## config.mk

```make
export PLATFORM = sky130hd
export DESIGN_NAME = ioc_device
export DESIGN_NICKNAME = d
export VERILOG_FILES = /design/src/ioc_pkg.sv /design/src/ioc_cmd_if.sv /design/src/ioc_decode.sv /design/src/ioc_device.sv
export SDC_FILE = /design/constraint.sdc
export NUM_CORES = 1
export LEC_CHECK = 0
export BUFFER_PORTS_ARGS = -buffer_cell sky130_fd_sc_hd__buf_2
export CORE_ASPECT_RATIO = 1.75
export CORE_MARGIN = 4
export CORE_UTILIZATION = 44
export DETAILED_ROUTE_END_ITERATION = 16
export PLACE_DENSITY = 0.74
export SLEW_MARGIN = 20
export SYNTH_ARGS = -nofsm -noshare
export SYNTH_HDL_FRONTEND = slang
export SYNTH_SLANG_ARGS = --single-unit
```

## constraint.sdc

```tcl
create_clock -name MCLK -period 10.5 [get_ports MCLK]
set_input_delay 1.05 -clock MCLK [delete_from_list [all_inputs] [get_ports MCLK]]
set_output_delay 1.05 -clock MCLK [all_outputs]
set_load 0.01 [all_outputs]
```

## src/ioc_pkg.sv

```systemverilog
// Function
// - code 000 enters or leaves maintenance mode
// - code 001 takes one word from storage
// - code 010 delivers one word to storage
// - code 011 returns highest level status word
// - code 100 modifier/address as control action
// - code 101 starts channel write operation
// - code 110 starts channel read operation
// - code 111 presents indicator status to accumulator
// - area zero sense picks console or timer
// - data and sense functions overwrite accumulator
// - modifier extends function or selects unit
// - program control ends after single function
// - channel operation ends at table end
// - interrupt on end, error, operator action
// - interrupt conditions held until reset sense
// - sixteen-bit status, interrupt and plain indicators
// - command holds address, area, function, modifier
// - busy ignores execute, not ready ignores all but sense and level
// - sense ignores address, one cycle answer
package ioc_pkg;

	// ****************************************
	// command fields
	// ****************************************
	localparam int IOC_AREA_W = 5;
	localparam int IOC_FUNC_W = 3;
	localparam int IOC_MOD_W  = 8;
	localparam int IOC_WORD_W = 16;
	// bit 7 of command word two, the top modifier bit, is modifier bit 7 here
	localparam int IOC_MOD_RESET_BIT = 7;
	// console area
	localparam logic [4:0] IOC_AREA_CONSOLE = 5'h00;
	// unit code in modifier selecting the interval timer status
	localparam logic [7:0] IOC_UNIT_TIMER = 8'h01;

	// ****************************************
	// status word layout
	// ****************************************
	localparam int IOC_ST_DONE   = 0;  // operation complete, interrupting
	localparam int IOC_ST_ERROR  = 1;  // error, interrupting
	localparam int IOC_ST_OPER   = 2;  // operator intervention, interrupting
	localparam int IOC_ST_MAINT  = 13; // maintenance mode, plain
	localparam int IOC_ST_NRDY   = 14; // not ready, plain
	localparam int IOC_ST_BUSY   = 15; // busy, plain
	localparam logic [15:0] IOC_STATUS_RESET = 16'h0000;

	// ****************************************
	// function codes
	// ****************************************
	typedef enum logic [2:0] {
		IOC_F_MAINT   = 3'h0,
		IOC_F_WRITE   = 3'h1,
		IOC_F_READ    = 3'h2,
		IOC_F_LEVEL   = 3'h3,
		IOC_F_CONTROL = 3'h4,
		IOC_F_CH_WR   = 3'h5,
		IOC_F_CH_RD   = 3'h6,
		IOC_F_SENSE   = 3'h7
	} ioc_func_t;

	// ****************************************
	// operation states
	// ****************************************
	typedef enum logic [3:0] {
		IOC_S_IDLE = 4'h1,
		IOC_S_PROG = 4'h2,
		IOC_S_CHAN = 4'h4,
		IOC_S_DONE = 4'h8
	} ioc_state_t;

endpackage

```

## src/ioc_cmd_if.sv

```systemverilog
`timescale 1ns/100ps
// decoded command passed from decoder to sequencer
interface ioc_cmd_if;
	import ioc_pkg::*;
	logic             go;       // one-cycle accepted command
	ioc_func_t        func;     // function code
	logic [7:0]       modifier; // modifier field
	logic [15:0]      address;  // address field
	logic             mine;     // area matches own code
	modport dec (output go, func, modifier, address, mine);
	modport seq (input go, func, modifier, address, mine);
endinterface

```

## src/ioc_decode.sv

```systemverilog
`timescale 1ns/100ps
// splits the two command words and checks the area
module ioc_decode
	import ioc_pkg::*;
(
	// clock and reset
	input  wire logic        clk,
	input  wire logic        rst,
	// command in
	input  wire logic        cmd_valid,
	input  wire logic [15:0] cmd_word0,
	input  wire logic [15:0] cmd_word1,
	input  wire logic [4:0]  own_area,
	// decoded out
	ioc_cmd_if.dec           cmd
);
	typedef struct packed {
		logic        go;
		ioc_func_t   func;
		logic [7:0]  modifier;
		logic [15:0] address;
		logic        mine;
	} ioc_dec_t;

	ioc_dec_t st;      // registered state
	ioc_dec_t next_st; // next state

	// field split of word two: area, function, modifier
	always_comb begin
		next_st          = st;
		next_st.go       = cmd_valid;
		next_st.address  = cmd_word0;
		next_st.func     = ioc_func_t'(cmd_word1[10:8]);
		next_st.modifier = cmd_word1[7:0];
		next_st.mine     = (cmd_word1[15:11] == own_area);
	end

	// state register
	always_ff @(posedge clk or posedge rst) begin
		if (rst) begin
			st <= '{go: 1'b0, func: IOC_F_MAINT, modifier: 8'h00, address: 16'h0000, mine: 1'b0};
		end else begin
			st <= next_st;
		end
	end

	assign cmd.go       = st.go;
	assign cmd.func     = st.func;
	assign cmd.modifier = st.modifier;
	assign cmd.address  = st.address;
	assign cmd.mine     = st.mine;
endmodule

```

## src/ioc_device.sv

```systemverilog
`timescale 1ns/100ps
// device end of the execute command: decodes, runs one operation, keeps status
module ioc_device
	import ioc_pkg::*;
(
	// clock and reset
	input  wire logic        MCLK,
	input  wire logic        RST,
	// command from processor-controller
	input  wire logic        CMD_VALID,
	input  wire logic [15:0] CMD_WORD0,
	input  wire logic [15:0] CMD_WORD1,
	input  wire logic [4:0]  OWN_AREA,
	// accumulator load
	output logic             ACC_LOAD,
	output logic [15:0]      ACC_DATA,
	// direct program word transfer
	output logic             STORE_REQ,
	output logic             FETCH_REQ,
	output logic [15:0]      MEM_ADDR,
	output logic [15:0]      MEM_WDATA,
	input  wire logic        MEM_ACK,
	input  wire logic [15:0] MEM_RDATA,
	// data channel
	output logic             CHAN_START_WR,
	output logic             CHAN_START_RD,
	output logic [15:0]      CHAN_TABLE,
	input  wire logic        CHAN_TABLE_END,
	// device side
	input  wire logic [15:0] DEV_IN_WORD,
	output logic [15:0]      DEV_OUT_WORD,
	output logic             DEV_OUT_STB,
	output logic             CTRL_STB,
	output logic [7:0]       CTRL_MOD,
	output logic [15:0]      CTRL_ADDR,
	input  wire logic        DEV_ERROR,
	input  wire logic        OPER_REQ,
	input  wire logic        DEV_NOT_READY,
	// system side status sources
	input  wire logic [15:0] LEVEL_STATUS,
	input  wire logic [15:0] CONSOLE_STATUS,
	input  wire logic [15:0] TIMER_STATUS,
	// state out
	output logic             IRQ,
	output logic             MAINT_MODE,
	output logic             BUSY
);
	// ****************************************
	// decoder
	// ****************************************
	ioc_cmd_if cmd ();

	ioc_decode u_dec (
		.clk       (MCLK),
		.rst       (RST),
		.cmd_valid (CMD_VALID),
		.cmd_word0 (CMD_WORD0),
		.cmd_word1 (CMD_WORD1),
		.own_area  (OWN_AREA),
		.cmd       (cmd)
	);

	// ****************************************
	// state
	// ****************************************
	typedef struct packed {
		ioc_state_t  state;      // operation sequencer
		ioc_func_t   func;       // function in progress
		logic        acc_load;   // accumulator load pulse
		logic [15:0] acc_data;   // accumulator word
		logic        store_req;  // deliver word to storage
		logic        fetch_req;  // fetch word from storage
		logic [15:0] mem_addr;   // storage address
		logic [15:0] mem_wdata;  // word to store
		logic        ch_wr;      // channel write start pulse
		logic        ch_rd;      // channel read start pulse
		logic [15:0] ch_table;   // table start address
		logic [15:0] out_word;   // word to device
		logic        out_stb;    // device word strobe
		logic        ctrl_stb;   // control action strobe
		logic [7:0]  ctrl_mod;   // control modifier
		logic [15:0] ctrl_addr;  // control address
		logic        maint;      // maintenance mode
		logic        done;       // sticky operation complete
		logic        err;        // sticky error
		logic        oper;       // sticky operator request
		logic        irq;        // interrupt request
		logic        busy;       // operation in progress, drives the pin
	} ioc_dev_t;

	ioc_dev_t st;      // registered state
	ioc_dev_t next_st; // next state

	// error, operator and not-ready pin inputs pass two flops before use
	logic [2:0] sync1; // first stage, read only by second
	logic [2:0] sync2; // second stage
	logic       err_in;
	logic       oper_in;
	logic       nrdy_in;

	always_ff @(posedge MCLK or posedge RST) begin
		if (RST) begin
			sync1 <= 3'h0;
			sync2 <= 3'h0;
		end else begin
			sync1 <= {DEV_ERROR, OPER_REQ, DEV_NOT_READY};
			sync2 <= sync1;
		end
	end

	assign err_in  = sync2[2];
	assign oper_in = sync2[1];
	assign nrdy_in = sync2[0];

	// builds the status word from current indicators
	function automatic logic [15:0] status_word(input ioc_dev_t s, input logic nrdy);
		logic [15:0] w;
		w = IOC_STATUS_RESET;
		w[IOC_ST_DONE]  = s.done;
		w[IOC_ST_ERROR] = s.err;
		w[IOC_ST_OPER]  = s.oper;
		w[IOC_ST_MAINT] = s.maint;
		w[IOC_ST_NRDY]  = nrdy | (s.state != IOC_S_IDLE);
		w[IOC_ST_BUSY]  = (s.state != IOC_S_IDLE);
		return w;
	endfunction

	// ****************************************
	// sequencer
	// ****************************************
	// command, transfer and status in one process
	always_comb begin
		logic busy_now;
		logic reset_sense;
		busy_now           = (st.state != IOC_S_IDLE);
		reset_sense        = 1'b0;
		next_st            = st;
		// pulses default low
		next_st.acc_load   = 1'b0;
		next_st.ch_wr      = 1'b0;
		next_st.ch_rd      = 1'b0;
		next_st.out_stb    = 1'b0;
		next_st.ctrl_stb   = 1'b0;

		unique case (st.state)
			IOC_S_IDLE: begin
				if (cmd.go && cmd.func == IOC_F_LEVEL) begin
					next_st.acc_data = LEVEL_STATUS;
					next_st.acc_load = 1'b1;
				end else if (cmd.go && cmd.mine) begin
					if (cmd.func == IOC_F_SENSE) begin
						if (OWN_AREA == IOC_AREA_CONSOLE) begin
							next_st.acc_data = (cmd.modifier == IOC_UNIT_TIMER) ? TIMER_STATUS
							                                                  : CONSOLE_STATUS;
						end else begin
							next_st.acc_data = status_word(st, nrdy_in);
						end
						next_st.acc_load = 1'b1;
						reset_sense      = cmd.modifier[IOC_MOD_RESET_BIT];
					end else if (!nrdy_in) begin
						next_st.func = cmd.func;
						unique case (cmd.func)
							IOC_F_MAINT: begin
								next_st.maint = cmd.modifier[IOC_MOD_RESET_BIT];
							end
							IOC_F_WRITE: begin
								next_st.fetch_req = 1'b1;
								next_st.mem_addr  = cmd.address;
								next_st.state     = IOC_S_PROG;
							end
							IOC_F_READ: begin
								next_st.store_req = 1'b1;
								next_st.mem_addr  = cmd.address;
								next_st.mem_wdata = DEV_IN_WORD;
								next_st.state     = IOC_S_PROG;
							end
							IOC_F_CONTROL: begin
								next_st.ctrl_stb  = 1'b1;
								next_st.ctrl_mod  = cmd.modifier;
								next_st.ctrl_addr = cmd.address;
								next_st.state     = IOC_S_DONE;
							end
							IOC_F_CH_WR: begin
								next_st.ch_wr    = 1'b1;
								next_st.acc_data = status_word(st, nrdy_in);
								next_st.acc_load = 1'b1;
								next_st.ch_table = cmd.address;
								next_st.state    = IOC_S_CHAN;
							end
							IOC_F_CH_RD: begin
								next_st.ch_rd    = 1'b1;
								next_st.acc_data = status_word(st, nrdy_in);
								next_st.acc_load = 1'b1;
								next_st.ch_table = cmd.address;
								next_st.state    = IOC_S_CHAN;
							end
							default: begin
								// level and sense handled above
								next_st.func = st.func;
							end
						endcase
					end
				end
			end
			IOC_S_PROG: begin
				if (MEM_ACK) begin
					next_st.fetch_req = 1'b0;
					next_st.store_req = 1'b0;
					if (st.fetch_req) begin
						next_st.out_word = MEM_RDATA;
						next_st.out_stb  = 1'b1;
						next_st.acc_data = MEM_RDATA;
					end else begin
						next_st.acc_data = st.mem_wdata;
					end
					next_st.acc_load = 1'b1;
					next_st.state    = IOC_S_DONE;
				end
			end
			IOC_S_CHAN: begin
				if (CHAN_TABLE_END) begin
					next_st.state = IOC_S_DONE;
				end
			end
			IOC_S_DONE: begin
				next_st.done  = 1'b1;
				next_st.state = IOC_S_IDLE;
			end
			default: begin
				next_st.state = IOC_S_IDLE;
			end
		endcase

		if (reset_sense) begin
			next_st.done = 1'b0;
			next_st.err  = 1'b0;
			next_st.oper = 1'b0;
		end
		if (st.state == IOC_S_DONE) begin
			next_st.done = 1'b1;
		end
		if (err_in) begin
			next_st.err = 1'b1;
		end
		if (oper_in) begin
			next_st.oper = 1'b1;
		end
		next_st.irq = next_st.done | next_st.err | next_st.oper;
		// busy kept in a flop so the pin has no decode behind it
		next_st.busy = (next_st.state != IOC_S_IDLE);
		// keep busy term read
		if (busy_now && next_st.state == IOC_S_IDLE) begin
			next_st.func = IOC_F_MAINT;
		end
	end

	// state register
	always_ff @(posedge MCLK or posedge RST) begin
		if (RST) begin
			st <= '{state: IOC_S_IDLE, func: IOC_F_MAINT, default: '0};
		end else begin
			st <= next_st;
		end
	end

	// ****************************************
	// outputs straight from flops
	// ****************************************
	assign ACC_LOAD      = st.acc_load;
	assign ACC_DATA      = st.acc_data;
	assign STORE_REQ     = st.store_req;
	assign FETCH_REQ     = st.fetch_req;
	assign MEM_ADDR      = st.mem_addr;
	assign MEM_WDATA     = st.mem_wdata;
	assign CHAN_START_WR = st.ch_wr;
	assign CHAN_START_RD = st.ch_rd;
	assign CHAN_TABLE    = st.ch_table;
	assign DEV_OUT_WORD  = st.out_word;
	assign DEV_OUT_STB   = st.out_stb;
	assign CTRL_STB      = st.ctrl_stb;
	assign CTRL_MOD      = st.ctrl_mod;
	assign CTRL_ADDR     = st.ctrl_addr;
	assign IRQ           = st.irq;
	assign MAINT_MODE    = st.maint;
	assign BUSY          = st.busy;
endmodule

```

* After elaboration in Yosys (flattened, before gate mapping)
Index checks and enable logic that the tools add are counted.
** Storage, ports and cells
- Logic and storage cells :: 122
- Register bits :: 156
- Output and inout port bits :: 114
- Input bits :: 125
** Operators by class
- Bitwise operators :: 6
- Mux-type cells :: 46
- Equality and inequality tests :: 25
- Reductions and logical operators :: 17
** Operator list (number)
- $mux 76 :: 2
- $mux 26 :: 5
- $mux 52 :: 2
- $mux 16 :: 6
- $mux 17 :: 3
- $pmux 19 s2 :: 1
- $reduce_and 6->1 :: 5
- $mux 25 :: 1
- $pmux 4 s3 :: 2
- $mux 19 :: 1
- $mux 18 :: 1
- $mux 1 :: 16
- $mux 7 :: 2
- $reduce_and 7->1 :: 2
- $eq 3x3->1 const B :: 4
- $ne 2x2->1 const B :: 5
- $eq 8x1->1 const B :: 1
- $mux 4 :: 2
- $ne 4x1->1 const B :: 2
- $ne 4x4->1 const B :: 2
- $eq 3x2->1 const B :: 2
- $mux 3 :: 2
- $reduce_or 6->1 :: 1
- $eq 5x5->1 :: 1
- other kinds (16) :: 23

* Logic depth before layout (Yosys ltp)
- Word-level depth :: 9
- Depth in mapped cells :: 8
- Depth with buffers taken out :: 4

* Cells and area by module
A second synthesis with hierarchy kept.
** Second synthesis, totals
- Cells, all modules :: 548
- Area total of the unflattened synthesis :: 6993.0 um^2
** By module, submodules not included
- ioc_device :: seq. area each 3179.3 um^2, area an instance 6204.7 um^2, cells each 511, times used 1
- ioc_decode :: seq. area each 725.7 um^2, area an instance 788.3 um^2, cells each 37, times used 1

* Least setup slack after synthesis
No wires, ideal clock.
- Path type :: in2reg
- Start :: in MEM_ACK
- End :: reg st, in the netlist ACC_DATA[15]
- Arrival :: 2302 ps
- Buffers on the path :: 1
- Data required time :: 10354 ps
- Stages on the path :: 5
- Library setup time :: 146 ps
- Setup slack :: 8052 ps
- Cell sequence :: nand3b_1 a22o_1 a2111oi_2 clkbuf_1 o221ai_1
** On the way
- Longest elaborated chain between the ends :: 2
** Ends and longest elaborated chain
- start, declared :: line ioc_device.sv:22 : input wire logic MEM_ACK,
- $ne 2x2->1 (no line)
- $reduce_and 5->1 (no line)
- end signal, assigned :: line ioc_device.sv:262 : st <= next_st;
- end, declared :: line ioc_device.sv:91 : ioc_dev_t st;
No other way between the ends.
A chain may end at the register's enable or synchronous reset.

* Final worst setup path
- Start :: reg st[123] (netlist bit)
- End :: reg st, in the netlist DEV_OUT_WORD[7]
** On the way
- Longest elaborated chain between the ends :: 2
** Ends and longest elaborated chain
- $eq 4x2->1 :: line ioc_device.sv:145 : unique case (st.state)
- $reduce_and 3->1 (no line)
No other way between the ends.

==> flow_metrics.tcl <==
set metrics [dict create \
    cts_buffer_depth 2 \
    die_w_um 104 \
    synth_warnings 0 \
    wl_per_cell_um 19.6 \
    synth-seq-area-share_pct 54.7 \
    netlist_instances 554 \
    period_needed_ns 2.80 \
    period_share_pct 26.6 \
    start_kind "flop" \
    cap_viol_max_count 0 \
    finalSetupViolations 0 \
    totalWireLength_um 17400 \
    drc 0 \
    synth_top_area_cell "dfrtp_1" \
    clk_pin_slew_ns 0.06 \
    yosysTopAreaCellShare_pct 54.4 \
    synth_edf_count 0 \
    viasPerCell 5.18 \
    crit_type "flop to flop" \
    finalPower_mw 1.43 \
    cp_max_fo 17 \
    start_util_pct 44.9 \
    drt_iter0_drc 224 \
    status "finished clean" \
    first_global_vias 5095 \
    syn_area_um2 7130 \
    syn2layout_area_growth_pct 16.4 \
    syn-num-nets 679 \
    crit_arrival_ns 3.09 \
    grt_max_degree 83 \
    fin_skew_ns 0.0105 \
    hold_class "flop to flop" \
    hold_viol 0 \
    dp_hpwl_um 13400 \
    tightest_slew_ns 1.10 \
    ys.flop_type "dfrtp_1" \
    async_reset_ff_share_pct 100 \
    nFillCells 1383 \
    dr.pass1.iters 4 \
    core_area_um2 15900 \
    leakage_nw 4.41 \
    max_freq_mhz 358 \
    nNetsFinal 811 \
    drive_above_1_share_pct 55.7 \
    grt.total_usage_pct 19.2 \
    cp.required_ns 10.79 \
    die_y_um 176 \
    cts_setup_buffers 0 \
    dieArea_um2 18400 \
    ys_ff_latch 156 \
    drv_slew 0 \
    yosysMostFrequentCell "dfrtp_1" \
    worst_slack_ns 7.70 \
    slew_headroom_pct 26.5 \
    postRouteAntennaNets 0 \
    multi_input_area_um2 2240 \
    synthTopCellsByArea "dfrtp_1, mux2_2, buf_4, mux2i_1, a22oi_1" \
    htree_levels 4 \
    row_count 61 \
    synth.avg_cell_area_um2 12.9 \
    numClockSinks 156 \
    synthDistinctLibCells 55 \
    ioPinCount 239 \
    portBuffers 238 \
    power_density_nw_per_um2 172 \
    grt_pass1_wl_um 27200 \
    cp-end-kind "flop" \
    antenna_found_initial 1 \
    cts_hold_buf 0 \
    grt_setup_unrepaired "no" \
    numCtsBuffers 17 \
    cts_resized 0 \
    dpl_worst_slack_ns 7.60 \
    clock_latency_ns 0.42 \
    cts_tree "built" \
    via_count 4609 \
    setup-tns-final_ns 0 \
    finalWeightedCongestion 0.838 \
    root_buffer "clkbuf_16" \
    seqCellArea_um2 3910 \
    overflow 0 \
    ir_worst_vdd_v 0.0000985 \
    ys_top_cells_by_count "dfrtp_1, buf_4, mux2_2" \
]
[critical path, stage by stage (launching register included)]
cell and delay, ns:
dfrtp_1 0.47, or4b_2 0.74, nor2_2 0.60, nand2_2 0.44, mux2_2 0.41
[metal layers]
layer | vias up | track usage, % | part of all wire (%)
li1 | 2112 | - | -
met1 | 2286 | 19.8 | 35
met2 | 192 | 37.0 | 57
met3 | 19 | 5.23 | 6.9
met4 | 0 | 6.82 | 1.5
met5 | - | 0 | 0
[power breakdown]
group	switching [mW]	leakage (nW)	total, mW	internal (mW)
clock	0.270	0.285	0.608	0.338
combinational	0.0768	2.13	0.152	0.0753
sequential	0.0280	2.00	0.670	0.642
total	0.375	4.41	1.43	1.06
[cell type report]
type,count,share of cell area [%]
inverters,24,1.15
repair buffers,244,14.9
well taps,189,2.85
diodes,1,0.0301
multi-input cells,243,27.0
flip-flops and latches,156,47.0
clock buffers,18,5.17
clock inverters,14,1.82
[final timing paths]
check / startpoint / endpoint / slack, ns / depth (start not counted)
setup / recovery: st[123] / DEV_OUT_WORD[7] / 7.70 / 4
hold / removal: sync1[2] / sync2[2] / 0.35 / 0
setup reg to reg: st[123] / DEV_OUT_WORD[7] / 7.70 / 4
hold reg to reg: sync1[2] / sync2[2] / 0.35 / 0
max in group asynchronous: RST / CTRL_MOD[5] / 8.30 / 3
min in group asynchronous: RST / u_dec.cmd.address[13] / 0.76 / 2
[kinds of logic (layout without fill, tap and decap cells)]
kind of cell	count (synthesis)	after routing	share of synthesized area [%]
flip-flops	156	156	54.7
XOR/XNOR	6	6	0.737
other	0	1	0
buffers and inverters	155	300	14.2
AO/OA/AOI/OAI	62	62	6.82
multiplexers	116	116	18.1
AND/OR/NAND/NOR	59	59	5.44
[flip-flops by register name, indices dropped and copies added (netlist names), 3 cells and up]
register / flops
ACC_DATA: 16
CHAN_TABLE: 16
CTRL_ADDR: 16
DEV_OUT_WORD: 16
MEM_ADDR: 16
MEM_WDATA: 16
u_dec.cmd.address: 16
CTRL_MOD: 8
u_dec.cmd.modifier: 8
st: 7
sync1: 3
sync2: 3
u_dec.cmd.func: 3
[per-stage QoR]
stage | util, % | hold slack (ns) | cells | instance area (µm²)
final | 52.3 | 0.353 | 889 | 8300
after global routing | 52.3 | 0.375 | 889 | 8300
after CTS | 52.2 | 0.358 | 887 | 8280
after detailed placement | 48.5 | 0.344 | 855 | 7700
after global placement | 48.5 | 0.338 | 855 | 7700
after floorplan | - | 0.331 | 554 | 7130
[placed cells by master, fill, tap and decap left out, types with 6 or more instances in the layout]
cell type / instances
dfrtp_1: 155
nand4_1: 6
mux2_2: 103
nor2_1: 7
nor3_1: 6
mux2i_1: 12
buf_2: 238
o211ai_1: 7
inv_1: 23
o221ai_1: 11
a22oi_1: 15
clkbuf_16: 17
a21boi_0: 6
(Power assumes the default switching activity.)
